<file path="src/hdl/sensor_irq_defines.svh">
// Constants of the sensor error flag and interrupt pin block.
// Assumes an APB master with 32-bit data; registers sit at four times their index.
// Summary of operation
// - An X or Y overflow stores the clamp code chosen by the range setting, negated for a negative raw code.
// - Any X or Y overflow in a measurement sets the planar overflow flag.
// - Once back in range, X, Y and the planar flag follow new measurements.
// - A converter overflow sets the converter overflow flag, marking data invalid.
// - The converter overflow flag is re-evaluated at every stored measurement.
// - Two interrupt pins: one push-pull, one open-drain, same event indication.
// - Four event sources: data ready, planar, converter overflow, switch change.
// - A source counts only when its own enable and its status flag are one; the switch enables are applied at the store.
// - A switch event is any enabled switch result bit changing in either direction.
// - Each pin has its own enable; disabled, push-pull stays low, open-drain released.
// - Enabled event and pin enable: push-pull goes high, open-drain pulls low.
// - With no enabled event present both pins stay idle whatever the enables.
// - Push-pull rises at measurement end, held low during reads 10h-1Fh, writes 20h-27h.
// - Open-drain pulls low at measurement end, released during the same accesses.
// - Data ready sets on store, clears on data register read or setting write.
// - Switch bit sets above operating, clears below returning threshold, per store.
`ifndef SENSOR_IRQ_DEFINES_SVH
`define SENSOR_IRQ_DEFINES_SVH
`define IDX_STATUS 6'h10
`define IDX_X 6'h11
`define IDX_Y 6'h12
`define IDX_Z 6'h13
`define IDX_CTRL 6'h20
`define IDX_EVT 6'h30
`define IDX_MASK 6'h31
`define RD_LO 6'h10
`define RD_HI 6'h1F
`define WR_LO 6'h20
`define WR_HI 6'h27
`define CTRL_RST 12'h000
`define CLAMP_HIGH_SENS 16'h7FFB
`define CLAMP_WIDE 16'h2BFD
`define EVT_DATA_READY_FLAG 0
`define EVT_PLANAR 1
`define EVT_CONV 2
`define EVT_SWITCH 3
`endif

</file>
<file path="src/hdl/sensor_irq_pkg.sv">
// Types of the sensor error flag and interrupt pin block.
// Assumes the constants header is included by each user.
package sensor_irq_pkg;
  typedef struct packed {
    logic wide_range;
    logic open_drain_pin_enable;
    logic push_pull_pin_enable;
    logic [5:0] switch_event_enable;
    logic converter_overflow_event_enable;
    logic planar_overflow_event_enable;
    logic data_ready_event_enable;
  } ctrl_t;
  typedef struct packed {
    logic [15:0] x;
    logic [15:0] y;
    logic [15:0] z;
    logic x_over;
    logic y_over;
    logic adc_over;
    logic [5:0] sw_above;
    logic [5:0] sw_below;
  } raw_t;
endpackage

</file>
<file path="src/hdl/sensor_error_and_interrupt_logic.sv">
// Error flags, switch results, data ready and the two interrupt pins.
// Assumes a measurement engine giving one store pulse with raw results,
// and an APB master; the bus always completes with no wait state.
//
// The implementer's own choices: the register addresses and the APB register port.
`timescale 1ns/1ps
`include "sensor_irq_defines.svh"
module sensor_error_and_interrupt_logic #(
  parameter logic [15:0] clamp_high_sens = `CLAMP_HIGH_SENS,
  parameter logic [15:0] clamp_wide = `CLAMP_WIDE
) (
  // Clock and reset.
  input wire logic clk,
  input wire logic rst,
  // APB slave.
  input wire logic psel,
  input wire logic penable,
  input wire logic pwrite,
  input wire logic [7:0] paddr,
  input wire logic [31:0] pwdata,
  output logic [31:0] prdata,
  output logic pready,
  output logic pslverr,
  // Measurement engine.
  input wire logic meas_done,
  input wire sensor_irq_pkg::raw_t raw,
  // Interrupt pins and the bus interrupt.
  output logic push_pull_irq_pin,
  output logic open_drain_irq_pin_o,
  output logic open_drain_irq_pin_oe,
  output logic irq
);

  //////////////////////////////////////////////////////////////////////
  function automatic logic in_range(input logic [5:0] v, input logic [5:0] lo,
                                    input logic [5:0] hi);
    in_range = (v >= lo) && (v <= hi);
  endfunction

  function automatic logic [15:0] clamp_axis(input logic [15:0] v, input logic over,
                                             input logic [15:0] c);
    if (!over) begin
      clamp_axis = v;
    end else if (v[15]) begin
      clamp_axis = 16'(~c + 16'h0001);
    end else begin
      clamp_axis = c;
    end
  endfunction

  sensor_irq_pkg::ctrl_t ctrl_ff;
  logic [15:0] x_ff, y_ff, z_ff;
  logic data_ready_flag_ff, planar_ff, conv_ff, sw_chg_ff, pending_ff;
  logic [5:0] sw_ff, nxt_sw;
  logic [3:0] evt_ff, mask_ff;
  logic [5:0] idx;
  logic aligned, mapped, done, rd_release, wr_release, release_acc, release_done;
  logic data_rd_done, cond, active, sw_change;
  logic [15:0] clamp_code;

  //////////////////////////////////////////////////////////////////////
  assign idx = paddr[7:2];
  assign aligned = (paddr[1:0] == 2'h0);
  assign done = psel && penable;
  assign mapped = aligned && (idx == `IDX_STATUS || idx == `IDX_X || idx == `IDX_Y ||
                  idx == `IDX_Z || idx == `IDX_CTRL || idx == `IDX_EVT || idx == `IDX_MASK);
  assign pready = 1'b1;
  assign pslverr = done && !mapped;
  // The release covers both bus phases so the pins stay idle the whole access.
  assign rd_release = psel && !pwrite && aligned && in_range(idx, `RD_LO, `RD_HI);
  assign wr_release = psel && pwrite && aligned && in_range(idx, `WR_LO, `WR_HI);
  assign release_acc = rd_release || wr_release;
  assign release_done = release_acc && penable;
  assign data_rd_done = done && !pwrite && aligned &&
                        (idx == `IDX_X || idx == `IDX_Y || idx == `IDX_Z);

  always_comb begin
    prdata = 32'h0000_0000;
    if (done && !pwrite && aligned) begin
      unique case (idx)
        `IDX_STATUS: prdata = {23'h000000, sw_ff, conv_ff, planar_ff, data_ready_flag_ff};
        `IDX_X: prdata = {16'h0000, x_ff};
        `IDX_Y: prdata = {16'h0000, y_ff};
        `IDX_Z: prdata = {16'h0000, z_ff};
        `IDX_CTRL: prdata = {20'h00000, ctrl_ff};
        `IDX_EVT: prdata = {28'h0000000, evt_ff};
        `IDX_MASK: prdata = {28'h0000000, mask_ff};
        default: prdata = 32'h0000_0000;
      endcase
    end
  end

  always_ff @(posedge clk or posedge rst) begin
    if (rst) begin
      ctrl_ff <= `CTRL_RST;
    end else if (done && pwrite && aligned && idx == `IDX_CTRL) begin
      ctrl_ff <= pwdata[11:0];
    end
  end

  always_ff @(posedge clk or posedge rst) begin
    if (rst) begin
      mask_ff <= 4'h0;
    end else if (done && pwrite && aligned && idx == `IDX_MASK) begin
      mask_ff <= pwdata[3:0];
    end
  end

  //////////////////////////////////////////////////////////////////////
  assign clamp_code = ctrl_ff.wide_range ? clamp_wide : clamp_high_sens;

  always_ff @(posedge clk or posedge rst) begin
    if (rst) begin
      x_ff <= 16'h0000;
      y_ff <= 16'h0000;
      z_ff <= 16'h0000;
      planar_ff <= 1'b0;
      conv_ff <= 1'b0;
    end else if (meas_done) begin
      x_ff <= clamp_axis(raw.x, raw.x_over, clamp_code);
      y_ff <= clamp_axis(raw.y, raw.y_over, clamp_code);
      z_ff <= raw.z;
      planar_ff <= raw.x_over || raw.y_over;
      conv_ff <= raw.adc_over;
    end
  end

  always_comb begin
    nxt_sw = sw_ff;
    for (int i = 0; i < 6; i++) begin
      if (raw.sw_above[i]) begin
        nxt_sw[i] = 1'b1;
      end else if (raw.sw_below[i]) begin
        nxt_sw[i] = 1'b0;
      end
    end
  end

  assign sw_change = |((nxt_sw ^ sw_ff) & ctrl_ff.switch_event_enable);

  always_ff @(posedge clk or posedge rst) begin
    if (rst) begin
      sw_ff <= 6'h00;
    end else if (meas_done) begin
      sw_ff <= nxt_sw;
    end
  end

  // Each flag below lets a new store win over a clear in the same cycle.
  always_ff @(posedge clk or posedge rst) begin
    if (rst) begin
      sw_chg_ff <= 1'b0;
    end else if (meas_done) begin
      sw_chg_ff <= sw_change;
    end else if (release_done) begin
      sw_chg_ff <= 1'b0;
    end
  end

  always_ff @(posedge clk or posedge rst) begin
    if (rst) begin
      data_ready_flag_ff <= 1'b0;
    end else if (meas_done) begin
      data_ready_flag_ff <= 1'b1;
    end else if (data_rd_done || (wr_release && penable)) begin
      data_ready_flag_ff <= 1'b0;
    end
  end

  always_ff @(posedge clk or posedge rst) begin
    if (rst) begin
      pending_ff <= 1'b0;
    end else if (meas_done) begin
      pending_ff <= 1'b1;
    end else if (release_done) begin
      pending_ff <= 1'b0;
    end
  end

  //////////////////////////////////////////////////////////////////////
  // gated sources
  assign cond = (ctrl_ff.data_ready_event_enable && data_ready_flag_ff) ||
                (ctrl_ff.planar_overflow_event_enable && planar_ff) ||
                (ctrl_ff.converter_overflow_event_enable && conv_ff) || sw_chg_ff;
  assign active = pending_ff && cond && !release_acc;
  assign push_pull_irq_pin = active && ctrl_ff.push_pull_pin_enable;
  assign open_drain_irq_pin_oe = active && ctrl_ff.open_drain_pin_enable;
  assign open_drain_irq_pin_o = 1'b0;

  // Sticky copies for software; a write of one clears, a new event wins.
  always_ff @(posedge clk or posedge rst) begin
    if (rst) begin
      evt_ff <= 4'h0;
    end else begin
      for (int i = 0; i < 4; i++) begin
        if (meas_done && ((i == `EVT_DATA_READY_FLAG) || (i == `EVT_PLANAR &&
            (raw.x_over || raw.y_over)) || (i == `EVT_CONV && raw.adc_over) ||
            (i == `EVT_SWITCH && sw_change))) begin
          evt_ff[i] <= 1'b1;
        end else if (done && pwrite && aligned && idx == `IDX_EVT && pwdata[i]) begin
          evt_ff[i] <= 1'b0;
        end
      end
    end
  end

  assign irq = |(evt_ff & mask_ff);
endmodule

</file>
<file path="config.mk">
export PLATFORM = sky130hd
export DESIGN_NAME = sensor_error_and_interrupt_logic
export DESIGN_NICKNAME = d
export VERILOG_FILES = /design/src/hdl/sensor_irq_pkg.sv /design/src/hdl/sensor_error_and_interrupt_logic.sv
export VERILOG_INCLUDE_DIRS = /design/src /design/src/hdl
export SDC_FILE = /design/constraint.sdc
export NUM_CORES = 1
export LEC_CHECK = 0
export BUFFER_PORTS_ARGS = -buffer_cell sky130_fd_sc_hd__buf_4
export CAP_MARGIN = 25
export CELL_PAD_IN_SITES_DETAIL_PLACEMENT = 1
export CELL_PAD_IN_SITES_GLOBAL_PLACEMENT = 2
export CORE_UTILIZATION = 30
export CTS_BUF_LIST = sky130_fd_sc_hd__clkbuf_16
export CTS_CLUSTER_SIZE = 20
export DETAILED_ROUTE_END_ITERATION = 8
export GPL_ROUTABILITY_DRIVEN = 1
export PLACE_DENSITY_LB_ADDON = 0.1
export SYNTH_ARGS = -nofsm -noshare
export SYNTH_HDL_FRONTEND = slang
export SYNTH_SLANG_ARGS = --single-unit
</file>
<file path="constraint.sdc">
create_clock -name clk -period 5 [get_ports clk]
set_input_delay 1 -clock clk [delete_from_list [all_inputs] [get_ports clk]]
set_output_delay 1 -clock clk [all_outputs]
set_load 0.03 [all_outputs]
</file>
# [Word-level counts from Yosys, hierarchy flattened]
# Index checks and enable logic that the tools add are counted.
# W data, S select, Z words.
[word_totals] regBits=79 inputBits=109 out_inout_bits=38 word_cells=130
[op_classes] n_addsub=1 order_cmp=4 n_eq_ne=7 n_mux=32 bitwise=4 reduce_logical=61
[ops] op="$pmux W16 S7" count=1
[ops] op="$mux W16" count=5
[ops] op="$logic_and A1 B1 Y1" count=35
[ops] op="$mux W1" count=25
[ops] op="$eq A6 B5 Y1 const B" count=4
[ops] op="$eq A6 B6 Y1 const B" count=3
[ops] op="$add A16 B1 Y16 const B" count=1
[ops] op="$not A15 Y16" count=1
[ops] op="$mux W15" count=1
[ops] op="$logic_or A1 B1 Y1" count=14
[ops] op="$reduce_bool A2 Y1" count=6
[ops] op="$and A6 B6 Y6" count=1
[ops] op="$ge A6 B5 Y1 const B" count=1
[ops] op="$ge A6 B6 Y1 const B" count=1
[ops] op="$le A6 B5 Y1 const B" count=1
[ops] op="$le A6 B6 Y1 const B" count=1
[ops] op="$reduce_or A6 Y1" count=1
[ops] op="$xor A6 B6 Y6" count=1
[ops] op="$and A4 B4 Y4" count=1
[ops] op="$reduce_or A4 Y1" count=1
[ops] op="$logic_not A1 Y1" count=3
[ops] op="$logic_not A2 Y1" count=1

# [Depth between registers and ports, before layout]
[logic_depth] word_depth=10 depth_mapped=6 depth_no_buf=4

# [Least setup slack after synthesis]
# Ideal clock, no wire load.
[synth_path] path_kind="input -> output" start="input port paddr[4]" end="output port prdata[10]" t_arrival_ns=2.592 required_time_ns=4.000 slack_ns=1.408 stages=5 n_path_buf=1 cell_sequence="or4b_1 buf_6 nor3b_4 a22oi_1 a21oi_1"
[synth_between] elab_chain_len=3 elab_cells_between_ends=9 classes_between="eq/ne: 7; mux: 2"
[synth_lines] item="from (decl)" line="sensor_error_and_interrupt_logic.sv:19" rtl="input wire logic [7:0] paddr,"
[synth_lines] item="$eq A6 B6 Y1 / $eq A6 B5 Y1 (equally long branches)" line="sensor_error_and_interrupt_logic.sv:80" rtl="unique case (idx)"
[synth_lines] item="$pmux W16 S7 *" line="sensor_error_and_interrupt_logic.sv:80"
[synth_lines] item="$mux W16 *" line="sensor_error_and_interrupt_logic.sv:79" rtl="if (done && !pwrite && aligned) begin"
[synth_lines] item="to (decl)" line="sensor_error_and_interrupt_logic.sv:21" rtl="output logic [31:0] prdata,"
# Every way passes the cells marked *; elsewhere a longest branch is shown, timed or not.

# [Final worst setup path]
[layout_path] start="input port paddr[4]" end="output port prdata[6]"
# The elaborated chain is that of the path after synthesis.

==> flow_metrics.env <==
export IMPL_status="finished clean"
export IMPL_clock_latency_ps=340
export IMPL_synthAdderAreaFrac=0
export IMPL_finalCritPeriodShare=0.793
export IMPL_viasPerCell=5.03
export IMPL_synth_area_um2=4150
export IMPL_ant_nets=0
export IMPL_syn_to_final_growth_pct=28.6
export IMPL_die_h_um=120
export IMPL_power_density_nw_per_um2=300
export IMPL_grt_start_max_net_pins=96
export IMPL_synth_seq_cells=79
export IMPL_drt_iter0_drc=127
export IMPL_leakage_nw=2.39
export IMPL_cts_hold_buf=0
export IMPL_final_cell_mix="113 x buf_4, 79 x dfrtp_1, 69 x a21oi_1"
export IMPL_clock_skew_ps=2.92
export IMPL_cts_resized=0
export IMPL_dr_total_vias=3498
export IMPL_synth_top_family_by_area="compound AO/OA/AOI/OAI gates"
export IMPL_synth_cell_types=46
export IMPL_synthArstFlopShare=1.00
export IMPL_endpoint_kind="output port"
export IMPL_final_util=0.399
export IMPL_crit_path_frequent_cell="buf_4"
export IMPL_critPathArrivalTime_ps=2970
export IMPL_required_ps=4000
export IMPL_clk_path_buf_depth=2
export IMPL_antenna_found_initial=0
export IMPL_fmax_ghz=0.252
export IMPL_max_cap_violations=0
export IMPL_synth_mux_area_frac=0.122
export IMPL_core_um2=13300
export IMPL_htree_levels=3
export IMPL_crit_slowest_cell="or4b_1"
export IMPL_slew_viol_final=0
export IMPL_max_stage_delay_ps=780
export IMPL_synth_edf_count=0
export IMPL_worst_pin_slew_ps=1010
export IMPL_setup_tns_ps=0
export IMPL_cts_buffers=9
export IMPL_top_layer_used="met4"
export IMPL_wl_met3_um=550
export IMPL_synthSimpleGateAreaFrac=0.144
export IMPL_cts_root_buf="clkbuf_16"
export IMPL_ys_flop_type="dfrtp_1"
export IMPL_place_congestion=0.790
export IMPL_io_pins=147
export IMPL_dieArea_um2=14300
export IMPL_crit_chain="buf_4, or4b_1, nor3b_4, a22oi_1, a21oi_1, buf_4"
export IMPL_nets=623
export IMPL_antenna_cells=0
export IMPL_cts_tree="built"
export IMPL_grt_pass1_vias=3644
export IMPL_track_usage=0.191
export IMPL_wl_per_cell_um=18.6
export IMPL_drt_met1_wl_mm=5.95
export IMPL_initial_core_util=0.311
export IMPL_clkTransAtPathRegs_ps=60
export IMPL_hold_violations=0
export IMPL_hold_path_class="reg -> reg"
export IMPL_ys_warn_count=0
export IMPL_synth_seq_area_share=0.477
export IMPL_cp_start_kind="input port"
export IMPL_post_cts_setup_buffer_count=0
export IMPL_grt_overflow=0
export IMPL_cts_sinks=79
export IMPL_synth_compound_area_frac=0.187
export IMPL_dp_slack_ps=994
export IMPL_setup_slack_ps=1030
export IMPL_critical_path_max_fanout=9
export IMPL_max_vdd_ir_drop_mv=0.229
export IMPL_grt_first_pass_wirelength_mm=20.5
export IMPL_slew_headroom=0.326
export IMPL_rows=42
export IMPL_port_buffers=108
export IMPL_synth_avg_cell_area_um2=9.99
export IMPL_crit_type="in -> out"
export IMPL_drt_pass1_iter_count=4
export IMPL_drc=0
export IMPL_dieWidth_um=120
export IMPL_synth_xor_xnor_area_share=0.00423
export IMPL_routed_wl_mm=12.9
export IMPL_setup_violations=0
export IMPL_period_needed_ps=3970
export IMPL_drive_gt1_frac=0.341
export IMPL_wl_met2_mm=6.32
export IMPL_grt_setup_unrepaired="false"
export IMPL_synth_cells=415
export IMPL_final_common_cell="buf_4"
export IMPL_dp_hpwl_mm=9.35
==> cells by family after synthesis <==
family	count (synthesis)
flops	79
compound gates	125
buf+inv	49
xor+xnor	2
mux	43
other cells	2
simple gates	115
==> worst max-delay path, delay by kind of cell <==
family          cells  cell delay (ps)
simple gates        2             1280
compound gates      2              350
buf+inv             2              330
==> where the power goes <==
| part | internal, mW | leakage, nW | total, mW | switching, mW |
|---|---|---|---|---|
| Clock | 0.382 | 0.139 | 0.650 | 0.268 |
| Sequential | 0.689 | 0.929 | 0.722 | 0.0333 |
| Combinational | 0.108 | 1.32 | 0.228 | 0.120 |
==> per-stage QoR <==
step           hold slack [ps]  power [mW]  cell area, um2  cells
3_3_place_gp               461       0.960            5040    679
4_1_cts                    483        1.62            5330    695
5_1_grt                    529        1.67            5330    695
3_5_place_dp               467       0.965            5040    679
2_1_floorplan              446       0.869            4210    431
6_report                   482        1.60            5330    695
==> routing by layer <==
metal,track usage,up-vias
li1,-,1673
met1,0.250,1746
met2,0.316,71
met3,0.0499,8
met4,0.0406,0
met5,0,-
==> synthesized netlist by cell type, drive strengths merged (2+ instances only) <==
| library cell | number | share of area |
|---|---|---|
| a2bb2oi | 5 | 0.011 |
| a22o | 9 | 0.019 |
| buf | 27 | 0.043 |
| conb | 2 | 0.0018 |
| inv | 8 | 0.0072 |
| a22oi | 24 | 0.043 |
| nand4 | 3 | 0.0045 |
| a31oi | 4 | 0.0060 |
| o21ai | 3 | 0.0036 |
| nand3b | 6 | 0.011 |
| nor3b | 2 | 0.0063 |
| o211ai | 2 | 0.0036 |
| xor2 | 2 | 0.0042 |
| nand3 | 6 | 0.0072 |
| nor2b | 2 | 0.0030 |
| nand2 | 24 | 0.022 |
| nor3 | 2 | 0.0024 |
| a21oi | 69 | 0.083 |
| dfrtp | 79 | 0.48 |
| o31ai | 2 | 0.0036 |
| and3 | 7 | 0.011 |
| clkbuf | 14 | 0.013 |
| nand4b | 6 | 0.013 |
| mux2 | 41 | 0.11 |
| a21o | 2 | 0.0036 |
| nor2 | 49 | 0.047 |
| mux4 | 2 | 0.011 |
==> path summary, 6_finish.rpt <==
kind,slack [ps],cells after the start,to,start
setup / recovery,1030,6,prdata[6],paddr[4]
hold / removal,480,2,x_ff[2],x_ff[2]
max in group asynchronous,3060,3,y_ff[0],rst
min in group asynchronous,820,2,z_ff[14],rst
setup reg to reg,3580,4,sw_chg_ff,sw_ff[1]
hold reg to reg,480,2,x_ff[2],x_ff[2]
==> area by class of cell <==
type                    instances  area (um2)
repair buffers                113         848
multi-input cells             303        1970
inverters                       8        30.0
fillers                      1543        8020
well taps                     176         220
clock buffers                   9         225
flip-flops and latches         79        1980
clock inverters                 7        63.8
==> registers in the layout (all words and copies together), names as in the netlist, 4 cells and up <==
register  count
ctrl_ff      12
sw_ff         6
z_ff         16
y_ff         16
evt_ff        4
mask_ff       4
x_ff         16
Power figures use the tool's default switching activity.
